[src/verilog/hfi_pkg.sv]
// package for the host flag and init-block address register bank
// assumes a 32-bit ahb-lite bus and a separate self-test / list engine
package hfi_pkg;
  // register indexes; byte address is four times the index
  localparam logic [7:0] FLAG_IDX = 8'h02;
  localparam logic [7:0] ADRL_IDX = 8'h04;
  localparam logic [7:0] ADRH_IDX = 8'h06;
  localparam logic [7:0] ISTS_IDX = 8'h08;
  localparam logic [7:0] IMSK_IDX = 8'h09;
  // flag register bit positions
  localparam int B_INTEN = 8;
  localparam int B_RESET = 9;
  localparam int B_RUN = 10;
  localparam int B_LVALID = 12;
  localparam int B_CAVAIL = 13;
  localparam int B_RAVAIL = 14;
  localparam int B_ABORT = 15;
  // device type byte, returned in the flag low byte
  localparam logic [7:0] DEV_TYPE = 8'h01;
  // self-test result codes left in the low address register
  localparam logic [15:0] CODE_PASS = 16'hAAAA;
  localparam logic [15:0] CODE_FAIL = 16'h5555;
  localparam logic [15:0] CODE_SKIP = 16'h55AA;
  // stop reason codes left in the low address register
  localparam logic [15:0] CODE_BADINIT = 16'h0001;
  localparam logic [15:0] CODE_INTERR = 16'h0002;
  localparam logic [15:0] CODE_XFER = 16'h0003;
  // interrupt status / mask bit positions
  localparam int I_RESP = 0;
  localparam int I_STOP = 1;
  localparam int I_INIT = 2;
  localparam int I_W = 3;
  // reset values
  localparam logic [15:0] ADR_RST = 16'h0000;
  localparam logic [I_W-1:0] IMSK_RST = 3'h0;
  // init sequencer states
  typedef enum logic {ST_TEST, ST_IDLE} hfi_init_e;
  // stop reason from the list engine
  typedef enum logic [1:0] {RS_BADINIT, RS_INTERR, RS_XFER, RS_OTHER} hfi_reason_e;
  // self-test completion report
  typedef struct packed {
    logic done;
    logic pass;
    logic [15:0] code;
  } hfi_test_s;
  // list engine stop report
  typedef struct packed {
    logic stop;
    hfi_reason_e reason;
  } hfi_halt_s;
endpackage

[src/verilog/hfi_regs.sv]
// host flag and init-block address registers behind an ahb-lite slave
// assumes one slave on the bus, zero wait states, single word transfers
//
// The register addresses and register access over AHB-Lite were chosen for this implementation.
`timescale 1ns/1ps

// Summary of operation
// - commands available starts fetch when list valid and running
// - device sets responses available per response
// - writing one clears responses available
// - responses available raises interrupt if enabled
// - abort with reset write skips self-test
// - self-test result code into low address
// - stop reason code into low address
// - failing self-test code into high address
// - stop while running zeroes high address
// - reset bit clears after init completes
// - host sets running, clears it only with a reset write
// - device clears running when it cannot continue
module hfi_regs
  import hfi_pkg::*;
#(
  parameter int ADDR_W = 8
)
(
  input wire logic hclk,
  input wire logic hresetn,
  input wire logic hsel,
  input wire logic [ADDR_W-1:0] haddr,
  input wire logic [1:0] htrans,
  input wire logic hwrite,
  input wire logic [2:0] hsize,
  input wire logic [31:0] hwdata,
  input wire logic hready,
  output logic [31:0] hrdata,
  output logic hreadyout,
  output logic hresp,
  output logic init_start,
  output logic init_skip,
  output logic init_busy,
  input wire hfi_test_s test_res,
  input wire logic resp_added,
  input wire hfi_halt_s halt,
  input wire logic list_end,
  output logic list_valid,
  output logic fetch_req,
  input wire logic fetch_ack,
  output logic running,
  output logic int_enable,
  output logic irq
);

  // the index decode needs bits [5:2] at least
  if (ADDR_W < 6)
  begin : g_chk
    $error("hfi_regs: ADDR_W too small");
  end

  ////////////////////////////////////////////////////////////////////////
  // bus address phase capture

  logic acc;         // transfer accepted this cycle
  logic [7:0] idx;   // word index of the address phase
  logic wr_q;        // write data phase pending
  logic [7:0] widx_q;  // index held for the write data phase
  logic [31:0] rdat_d;
  logic [31:0] rdat_q;

  assign acc = hsel & hready & htrans[1];
  assign idx = 8'(haddr[ADDR_W-1:2]);

  // write is carried into the data phase where hwdata stands
  always_ff @(posedge hclk or negedge hresetn)
  begin
    if (!hresetn)
    begin
      wr_q <= 1'b0;
      widx_q <= 8'h00;
      rdat_q <= 32'h0000_0000;
    end
    else
    begin
      wr_q <= acc & hwrite;
      widx_q <= idx;
      // read data is fetched at the address phase so it comes from a flop
      if (acc & ~hwrite)
        rdat_q <= rdat_d;
    end
  end

  // zero wait state, always okay
  assign hreadyout = 1'b1;
  assign hresp = 1'b0;
  assign hrdata = rdat_q;

  ////////////////////////////////////////////////////////////////////////
  // data phase write strobes

  logic wr_flag;
  logic wr_adrl;
  logic wr_adrh;
  logic wr_ists;
  logic wr_imsk;

  assign wr_flag = wr_q & (widx_q == FLAG_IDX);
  assign wr_adrl = wr_q & (widx_q == ADRL_IDX);
  assign wr_adrh = wr_q & (widx_q == ADRH_IDX);
  assign wr_ists = wr_q & (widx_q == ISTS_IDX);
  assign wr_imsk = wr_q & (widx_q == IMSK_IDX);

  ////////////////////////////////////////////////////////////////////////
  // init sequencer and flag control state

  hfi_init_e st_q;
  logic start_q;     // one-cycle init start towards self-test
  logic skip_q;      // self-test skipped for this init
  logic run_q;
  logic inten_q;
  logic lvalid_q;
  logic cavail_q;
  logic ravail_q;
  logic [15:0] adrl_q;
  logic [15:0] adrh_q;

  logic host_reset;  // host asks for a new init
  logic host_run;    // host sets running
  logic test_fin;    // self-test finished while testing
  logic stop_ev;     // engine stop while running
  logic fetch_done;
  logic [15:0] stop_code;

  assign host_reset = wr_flag & hwdata[B_RESET] & (st_q == ST_IDLE);
  assign host_run = wr_flag & hwdata[B_RUN] & (st_q == ST_IDLE);
  assign test_fin = test_res.done & (st_q == ST_TEST);
  assign stop_ev = halt.stop & run_q;
  assign fetch_done = fetch_req & fetch_ack;
  assign stop_code = (halt.reason == RS_BADINIT) ? CODE_BADINIT :
                     (halt.reason == RS_XFER) ? CODE_XFER : CODE_INTERR;

  // init sequence: reset bit stands until the self-test reports done
  always_ff @(posedge hclk or negedge hresetn)
  begin
    if (!hresetn)
    begin
      st_q <= ST_TEST;
      start_q <= 1'b1;
      skip_q <= 1'b0;
    end
    else
    begin
      start_q <= host_reset;
      if (test_fin)
        st_q <= ST_IDLE;
      else if (host_reset)
        st_q <= ST_TEST;
      if (host_reset)
        skip_q <= hwdata[B_ABORT];
      else if (test_fin)
        skip_q <= 1'b0;
    end
  end

  // running and interrupt enable; the host clears running only with a reset write
  always_ff @(posedge hclk or negedge hresetn)
  begin
    if (!hresetn)
    begin
      run_q <= 1'b0;
      inten_q <= 1'b0;
    end
    else
    begin
      if (stop_ev | host_reset)
        run_q <= 1'b0;
      else if (host_run)
        run_q <= 1'b1;
      if (host_reset)
        inten_q <= 1'b0;
      else if (wr_flag)
        inten_q <= hwdata[B_INTEN];
    end
  end

  // list valid and commands available: set only, zeros are ignored
  always_ff @(posedge hclk or negedge hresetn)
  begin
    if (!hresetn)
    begin
      lvalid_q <= 1'b0;
      cavail_q <= 1'b0;
    end
    else
    begin
      // host set, device clear; set wins
      if (wr_flag & hwdata[B_LVALID])
        lvalid_q <= 1'b1;
      else if (list_end | host_reset)
        lvalid_q <= 1'b0;
      if (wr_flag & hwdata[B_CAVAIL])
        cavail_q <= 1'b1;
      else if (fetch_done | host_reset)
        cavail_q <= 1'b0;
    end
  end

  assign fetch_req = cavail_q & lvalid_q & run_q;

  // responses available: device sets, host writes one to clear, set wins
  always_ff @(posedge hclk or negedge hresetn)
  begin
    if (!hresetn)
      ravail_q <= 1'b0;
    else if (resp_added)
      ravail_q <= 1'b1;
    else if (wr_flag & hwdata[B_RAVAIL])
      ravail_q <= 1'b0;
  end

  ////////////////////////////////////////////////////////////////////////
  // address registers, doubling as result channels

  logic [15:0] test_code;
  assign test_code = skip_q ? CODE_SKIP : (test_res.pass ? CODE_PASS : CODE_FAIL);

  // device reports win over a host write in the same cycle
  always_ff @(posedge hclk or negedge hresetn)
  begin
    if (!hresetn)
    begin
      adrl_q <= ADR_RST;
      adrh_q <= ADR_RST;
    end
    else
    begin
      if (test_fin)
        adrl_q <= test_code;
      else if (stop_ev)
        adrl_q <= stop_code;
      else if (wr_adrl)
        adrl_q <= hwdata[15:0];
      if (test_fin & ~skip_q & ~test_res.pass)
        adrh_q <= test_res.code;
      else if (stop_ev)
        adrh_q <= ADR_RST;
      else if (wr_adrh)
        adrh_q <= hwdata[15:0];
    end
  end

  ////////////////////////////////////////////////////////////////////////
  // interrupt status and mask

  logic [I_W-1:0] ists_q;
  logic [I_W-1:0] imsk_q;
  logic [I_W-1:0] iset;

  // responses and stops only count as interrupt events while enabled; init done always counts
  assign iset = {test_fin, stop_ev & inten_q, resp_added & inten_q};

  // sticky status, write one clears, a new event wins over the clear
  always_ff @(posedge hclk or negedge hresetn)
  begin
    if (!hresetn)
    begin
      ists_q <= IMSK_RST;
      imsk_q <= IMSK_RST;
    end
    else
    begin
      ists_q <= iset | (ists_q & ~({I_W{wr_ists}} & hwdata[I_W-1:0]));
      if (wr_imsk)
        imsk_q <= hwdata[I_W-1:0];
    end
  end

  assign irq = |(ists_q & imsk_q);

  ////////////////////////////////////////////////////////////////////////
  // read mux; set-only bits always read as zero

  logic [15:0] flag_rd;
  assign flag_rd = {1'b0, ravail_q, 2'b00, 1'b0, run_q, st_q == ST_TEST, inten_q, DEV_TYPE};

  assign rdat_d = (idx == FLAG_IDX) ? {16'h0000, flag_rd} :
                  (idx == ADRL_IDX) ? {16'h0000, adrl_q} :
                  (idx == ADRH_IDX) ? {16'h0000, adrh_q} :
                  (idx == ISTS_IDX) ? {29'h0000_0000, ists_q} :
                  (idx == IMSK_IDX) ? {29'h0000_0000, imsk_q} : 32'h0000_0000;

  assign init_start = start_q;
  assign init_skip = skip_q;
  assign init_busy = (st_q == ST_TEST);
  assign list_valid = lvalid_q;
  assign running = run_q;
  assign int_enable = inten_q;

  ////////////////////////////////////////////////////////////////////////
  // checks

  logic rd_flag_q;
  always_ff @(posedge hclk or negedge hresetn)
  begin
    if (!hresetn)
      rd_flag_q <= 1'b0;
    else
      rd_flag_q <= acc & ~hwrite & (idx == FLAG_IDX);
  end

  property p_setonly_read;
    @(posedge hclk) disable iff (!hresetn)
    rd_flag_q |-> (hrdata[15] == 1'b0) && (hrdata[13:12] == 2'b00);
  endproperty
  a_setonly_read: assert property (p_setonly_read) else $error("set-only bit read nonzero");

  property p_fetch;
    @(posedge hclk) disable iff (!hresetn)
    wr_flag && hwdata[B_CAVAIL] && lvalid_q && run_q && !stop_ev &&
      !host_reset && !list_end |=> fetch_req;
  endproperty
  a_fetch: assert property (p_fetch) else $error("no fetch after commands available");

  property p_resp_set;
    @(posedge hclk) disable iff (!hresetn)
    resp_added |=> flag_rd[B_RAVAIL];
  endproperty
  a_resp_set: assert property (p_resp_set) else $error("responses flag not set");

  property p_resp_clr;
    @(posedge hclk) disable iff (!hresetn)
    wr_flag && hwdata[B_RAVAIL] && !resp_added |=> !ravail_q;
  endproperty
  a_resp_clr: assert property (p_resp_clr) else $error("responses flag not cleared");

  property p_irq;
    @(posedge hclk) disable iff (!hresetn)
    resp_added && inten_q && imsk_q[I_RESP] && !wr_imsk |=> irq;
  endproperty
  a_irq: assert property (p_irq) else $error("no interrupt on response");

  property p_skip;
    @(posedge hclk) disable iff (!hresetn)
    test_fin && skip_q |=> adrl_q == CODE_SKIP && !init_busy;
  endproperty
  a_skip: assert property (p_skip) else $error("skip code missing");

  property p_pass;
    @(posedge hclk) disable iff (!hresetn)
    test_fin && !skip_q && test_res.pass |=> adrl_q == CODE_PASS;
  endproperty
  a_pass: assert property (p_pass) else $error("pass code missing");

  property p_stop;
    @(posedge hclk) disable iff (!hresetn)
    stop_ev && !test_fin |=> adrh_q == 16'h0000 && !run_q && adrl_q == $past(stop_code);
  endproperty
  a_stop: assert property (p_stop) else $error("stop report wrong");

  property p_hold_reset;
    @(posedge hclk) disable iff (!hresetn)
    init_busy && !test_res.done |=> init_busy;
  endproperty
  a_hold_reset: assert property (p_hold_reset) else $error("reset bit dropped early");

  property p_run;
    @(posedge hclk) disable iff (!hresetn)
    host_run && !stop_ev && !host_reset |=> running;
  endproperty
  a_run: assert property (p_run) else $error("running not set");

  property p_zero_wr;
    @(posedge hclk) disable iff (!hresetn)
    wr_flag && !hwdata[B_LVALID] && !lvalid_q |=> !lvalid_q;
  endproperty
  a_zero_wr: assert property (p_zero_wr) else $error("zero write set list valid");

  c_init: cover property (@(posedge hclk) disable iff (!hresetn) test_fin ##1 host_run);
  c_irq: cover property (@(posedge hclk) disable iff (!hresetn) resp_added ##1 irq);
  c_stop: cover property (@(posedge hclk) disable iff (!hresetn) stop_ev);

endmodule

[config.mk]
export PLATFORM = sky130hd
export DESIGN_NAME = hfi_regs
export DESIGN_NICKNAME = d
export VERILOG_FILES = /design/src/verilog/hfi_pkg.sv /design/src/verilog/hfi_regs.sv
export SDC_FILE = /design/constraint.sdc
export NUM_CORES = 1
export LEC_CHECK = 0
export BUFFER_PORTS_ARGS = -buffer_cell sky130_fd_sc_hd__buf_2
export CORE_MARGIN = 8
export CORE_UTILIZATION = 41
export DETAILED_ROUTE_END_ITERATION = 16
export HOLD_SLACK_MARGIN = 0.05
export PLACE_DENSITY = 0.7
export SYNTH_ARGS = -nofsm -noshare
export SYNTH_HDL_FRONTEND = slang
export SYNTH_SLANG_ARGS = --single-unit
[constraint.sdc]
create_clock -name hclk -period 1.6 [get_ports hclk]
set_clock_uncertainty 0.05 [all_clocks]
set_input_delay 0.08 -clock hclk [delete_from_list [all_inputs] [get_ports hclk]]
set_output_delay 0.08 -clock hclk [all_outputs]
set_load 0.005 [all_outputs]
-- Yosys cells after proc, flatten, opt, wreduce, memory -nomap -nowiden
Index checks and enable logic that the tools add are counted.
- equality and inequality tests: 11
- muxes and demuxes: 29
- bitwise gates (word level): 37
- reductions and logical operators: 10
- operators by type and width (cell ; number):
    $mux 16 ; 11
    $and 1x1->1 ; 25
    $eq 6x3->1 const B ; 4
    $eq 6x4->1 const B ; 4
    $mux 1 ; 15
    $eq 6x2->1 const B ; 2
    $reduce_bool 2->1 ; 6
    $and 3x3->3 ; 3
    $mux 3 ; 2
    $reduce_bool 3->1 ; 2
    $not 1->1 ; 4
    $not 3->3 ; 1
    $or 1x1->1 ; 3
    $or 3x3->3 ; 1
    $reduce_or 3->1 ; 1
    $eq 2x2->1 const B ; 1
    $logic_not 2->1 ; 1
    $mux 2 ; 1
- bits in registers: 85
- bits of input ports: 74
- output and inout port bits: 42
- logic and storage cells: 102

-- Logic depth before layout (Yosys ltp)
- word-level depth: 7
- gate-level depth with buffers: 7
- mapped depth without buffers: 6

-- Least setup slack after synthesis
Ideal clock, no wire load.
- kind: flip-flop to flip-flop
- start point: reg widx_q[0]
- end point: reg lvalid_q (netlist: list_valid)
- setup time: 0.121 ns
- data arrival time: 1.524 ns
- required time: 1.429 ns
- setup slack: -0.095 ns
- cell stages (with the launch flop): 5
- buffers on the path: 0
- cells stage by stage: dfrtp_1 > or4_4 > nor3_4 > nand3_2 > a32o_2
- word-level cells in the longest chain between the ends: 6
- ends and longest elaborated chain (element ; line ; text):
    start, declared ; hfi_regs.sv:65 ; logic [7:0] widx_q;
    start signal, assigned ; hfi_regs.sv:84 ; widx_q <= idx;
    $eq 6x2->1 (*) ; hfi_regs.sv:105 ; assign wr_flag = wr_q & (widx_q == FLAG_IDX);
    $and 1x1->1 (*) ; hfi_regs.sv:105 ;
    $and 1x1->1 (2 in series) ; hfi_regs.sv:132 ; assign host_reset = wr_flag & hwdata[B_RESET] & (st_q == ST_IDLE);
    $or 1x1->1 ; hfi_regs.sv:197 ; else if (list_end | host_reset)
    $reduce_bool 2->1 (no line) ; n/a ;
    end signal, assigned ; hfi_regs.sv:189 ; lvalid_q <= 1'b0;
    end signal, assigned ; hfi_regs.sv:196 ; lvalid_q <= 1'b1;
    end signal, assigned ; hfi_regs.sv:198 ; lvalid_q <= 1'b0;
    end, declared ; hfi_regs.sv:119 ; logic lvalid_q;
Every way passes the cells marked *; elsewhere a longest branch is shown, timed or not.
A chain may end at the register's enable or synchronous reset.

-- Worst setup path in the final report
- start point: reg widx_q[5]
- end point: reg adrl_q[5]
- word-level cells in the longest chain between the ends: 3
- ends and longest elaborated chain (element ; line ; text):
    $eq 6x3->1 ; hfi_regs.sv:106 ; assign wr_adrl = wr_q & (widx_q == ADRL_IDX);
    $and 1x1->1 ; hfi_regs.sv:106 ;
    $reduce_bool 3->1 (no line) ; n/a ;
    end signal, assigned ; hfi_regs.sv:236 ; adrl_q <= test_code;
    end signal, assigned ; hfi_regs.sv:238 ; adrl_q <= stop_code;
    end signal, assigned ; hfi_regs.sv:240 ; adrl_q <= hwdata[15:0];
    end, declared ; hfi_regs.sv:122 ; logic [15:0] adrl_q;
No other way between the ends.

==> reports/metrics.yaml <==
run_status:
  status: "complete, but fails checks"
  violations: "negative setup slack"
critical_path:
  crit_type: "reg2reg"
  cpLargestDelayFamily: "compound AO/OA/AOI/OAI gates"
  r2r_start: "widx_q[5]"
  crit_chain: "nor4b_2 > buf_4 > a311oi_4 > buf_12 > a221o_1"
  worstSetupStartpoint: "widx_q[5]"
  end_kind: "flip-flop"
  cp_slowest_cell: "dfrtp_1"
  crit_arrival_ns: 1.90
  start_kind: "flip-flop"
  critPathMaxFanout: 6
  required_ns: 1.78
  path_buf_inv: 2
  max_stage_delay_ns: 0.42
floorplan:
  io_pins: 116
  die_w_um: 107
  die_h_um: 107
  initial_utilization: 0.418
  rows: 33
  coreArea_um2: 8090
  die_area_um2: 11400
power:
  switching_power_w: 0.000955
  leakage_nw: 2.33
  irDropWorstVdd_uv: 473
  clkPwrFrac: 0.381
  powerDensity_nw_per_um2: 819
  combPwrFrac: 0.131
  seqPwrFrac: 0.488
  p_int_w: 0.00303
  swShare: 0.240
synthesis:
  syn-cell-area_um2: 3380
  synth-edff-count: 0
  synth_area_leaders: "dfrtp_1, nand2_1, mux2i_1, buf_4, o21ai_1"
  ys_seq_area_frac: 0.511
  yosysTopAreaCell: "dfrtp_1"
  ys.flop_type: "dfrtp_1"
  async_flop_share: 1.00
  ys_types: 49
  yosys.area.top_type_share: 0.503
  syn_area_per_cell_um2: 9.89
  yosys_register_bits: 69
  netlist_instances: 342
  yosys_warnings: 0
drt:
  drt-initial-drc-count: 145
  vias: 3103
  routed_wirelength_um: 9940
  post-route-drc-count: 0
  drtAntennaViolNets: 0
  drtPass1Iterations: 4
  viasPerCell: 5.20
  wire_per_inst_um: 16.7
timing:
  finalMaxSlewViolations: 0
  tns_ns: -1.72
  hold_viol_final: 0
  setup_viol: 36
  rsz0062_at_grt: "true"
  period_share: 1.08
  finalCriticalPeriod_ns: 1.72
  timing.fmax_mhz: 581
  setup_ws_ns: -0.122
finish:
  layout_common_cells: "buf_2, dfrtp_1, nand2_1, dlygate4sd3_1"
  nets: 561
  synthToLayoutAreaGrowth_pct: 43.9
  antennaDiodeCount: 0
  fill_cells: 721
  drive_gt1_frac: 0.341
  fin_area_um2: 4870
  fin_cells: 597
  final_common_cell: "buf_2"
clocking:
  clk_path_buf_depth: 2
  cts_max_level: 3
  insertion_delay_ns: 0.35
  cts_sinks: 69
  cts_root_buf: "clkbuf_8"
  cts_tree: "yes"
  numCtsBuffers: 9
  path_clk_slew_ns: 0.07
flow_run:
  max_cap_viol_count: 0
global_routing:
  grt_pass1_vias: 3270
  grt_max_degree: 70
  grt.overflow.total: 0
  track_usage: 0.180
  grt_pass1_wl_um: 16300
  antenna_found_initial: 0
placement:
  gp_congestion: 0.826
  placed_cell_area_um2: 4140
  dp_hpwl_um: 7080
  placed_cells_incl_taps: 533
  portBuffers: 75
min_path:
  min_path_type: "in2reg"
  hp-start: "halt[0]"
## final cells by class
cell class                      count  area (µm²)  share of cell area
Clock buffer                       12         135              0.0278
Clock inverter                      4        72.6              0.0149
Inverter                            7        28.8             0.00591
Multi-Input combinational cell    246        1630               0.335
Sequential cell                    69        1730               0.355
Tap cell                          105         131              0.0270
Timing Repair Buffer              154        1140               0.235
## per-stage QoR
stage	util	hold slack, ns	setup slack [ns]	total power, W
after global placement	0.511	0.0792	-0.0503	0.00239
after CTS	0.597	0.125	-0.116	0.00401
after detailed placement	0.511	0.0816	-0.106	0.00240
after global routing	0.601	0.170	-0.174	0.00415
final	0.601	0.136	-0.122	0.00398
after floorplan	-	-0.266	-0.0949	0.00222
## flip-flops by register name, indices dropped and copies added, names as in the netlist, 3 cells and up
register,cells
adrh_q,16
adrl_q,16
hrdata,16
widx_q,6
imsk_q,3
ists_q,3
## metal layers
metal  up-vias  wire length [µm]  global-route usage
met4         0               290              0.0935
met1      1474              4330               0.218
met3        27               576              0.0414
met2       121              4750               0.293
met5         -                 0                   0
li1       1481                 -                   -
## cells by family (layout without fill, tap and decap cells)
logic type	after synthesis	count (layout)	synth area share
other	2	18	0.00222
multiplexers	20	20	0.0607
AO/OA/AOI/OAI	97	97	0.176
AND/OR/NAND/NOR	110	111	0.178
buffers and inverters	44	177	0.0729
flip-flops	69	69	0.511
## final timing paths
kind | to | slack (ns) | depth (start not counted)
max in group asynchronous | init_start | 0.94 | 3
min reg2reg | hrdata[5] | 0.42 | 2
min | adrl_q[0] | 0.14 | 4
max | adrl_q[5] | -0.12 | 5
min in group asynchronous | imsk_q[1] | 0.23 | 3
max reg2reg | adrl_q[5] | -0.12 | 5
## synthesized netlist by cell type, drive strengths merged (2+ instances only)
master and count:
dfrtp 68, nand2 51, o21ai 42, buf 27, a21oi 26, and3 17
mux2i 16, clkbuf 10, nor2 9, inv 7, nand3 6, nor3 5
a2bb2oi 4, a32o 4, mux2 4, nor2b 4, a221o 3, a31oi 3
nand2b 3, nand4b 3, o31ai 3, a21o 2, a22o 2, a311oi 2
conb 2, nor4b 2, o22ai 2, or3 2
## power groups by stage
stage / sequential [W] / combinational [W] / clock, W
floorplan: 0.00195 / 0.000261 / 0
global placement: 0.00197 / 0.000417 / 0
detailed placement: 0.00198 / 0.000428 / 0
CTS: 0.00194 / 0.000520 / 0.00155
global route: 0.00196 / 0.000582 / 0.00161
finish: 0.00195 / 0.000523 / 0.00152
## what timing repair did
item                                    CTS  global route
setup buffers                             1             0
cloned                                    1             0
hold buffers                             46             0
pin swaps                                 5             4
hold endpoints to repair                119             0
gates resized for setup                   4            10
endpoints found under the setup margin   34            60
## worst register-to-register path: stages, from the launching register on
cell and delay, ns:
dfrtp_1 0.42, nor4b_2 0.34, buf_4 0.19, a311oi_4 0.10, buf_12 0.17, a221o_1 0.34
(Power assumes the default switching activity.)
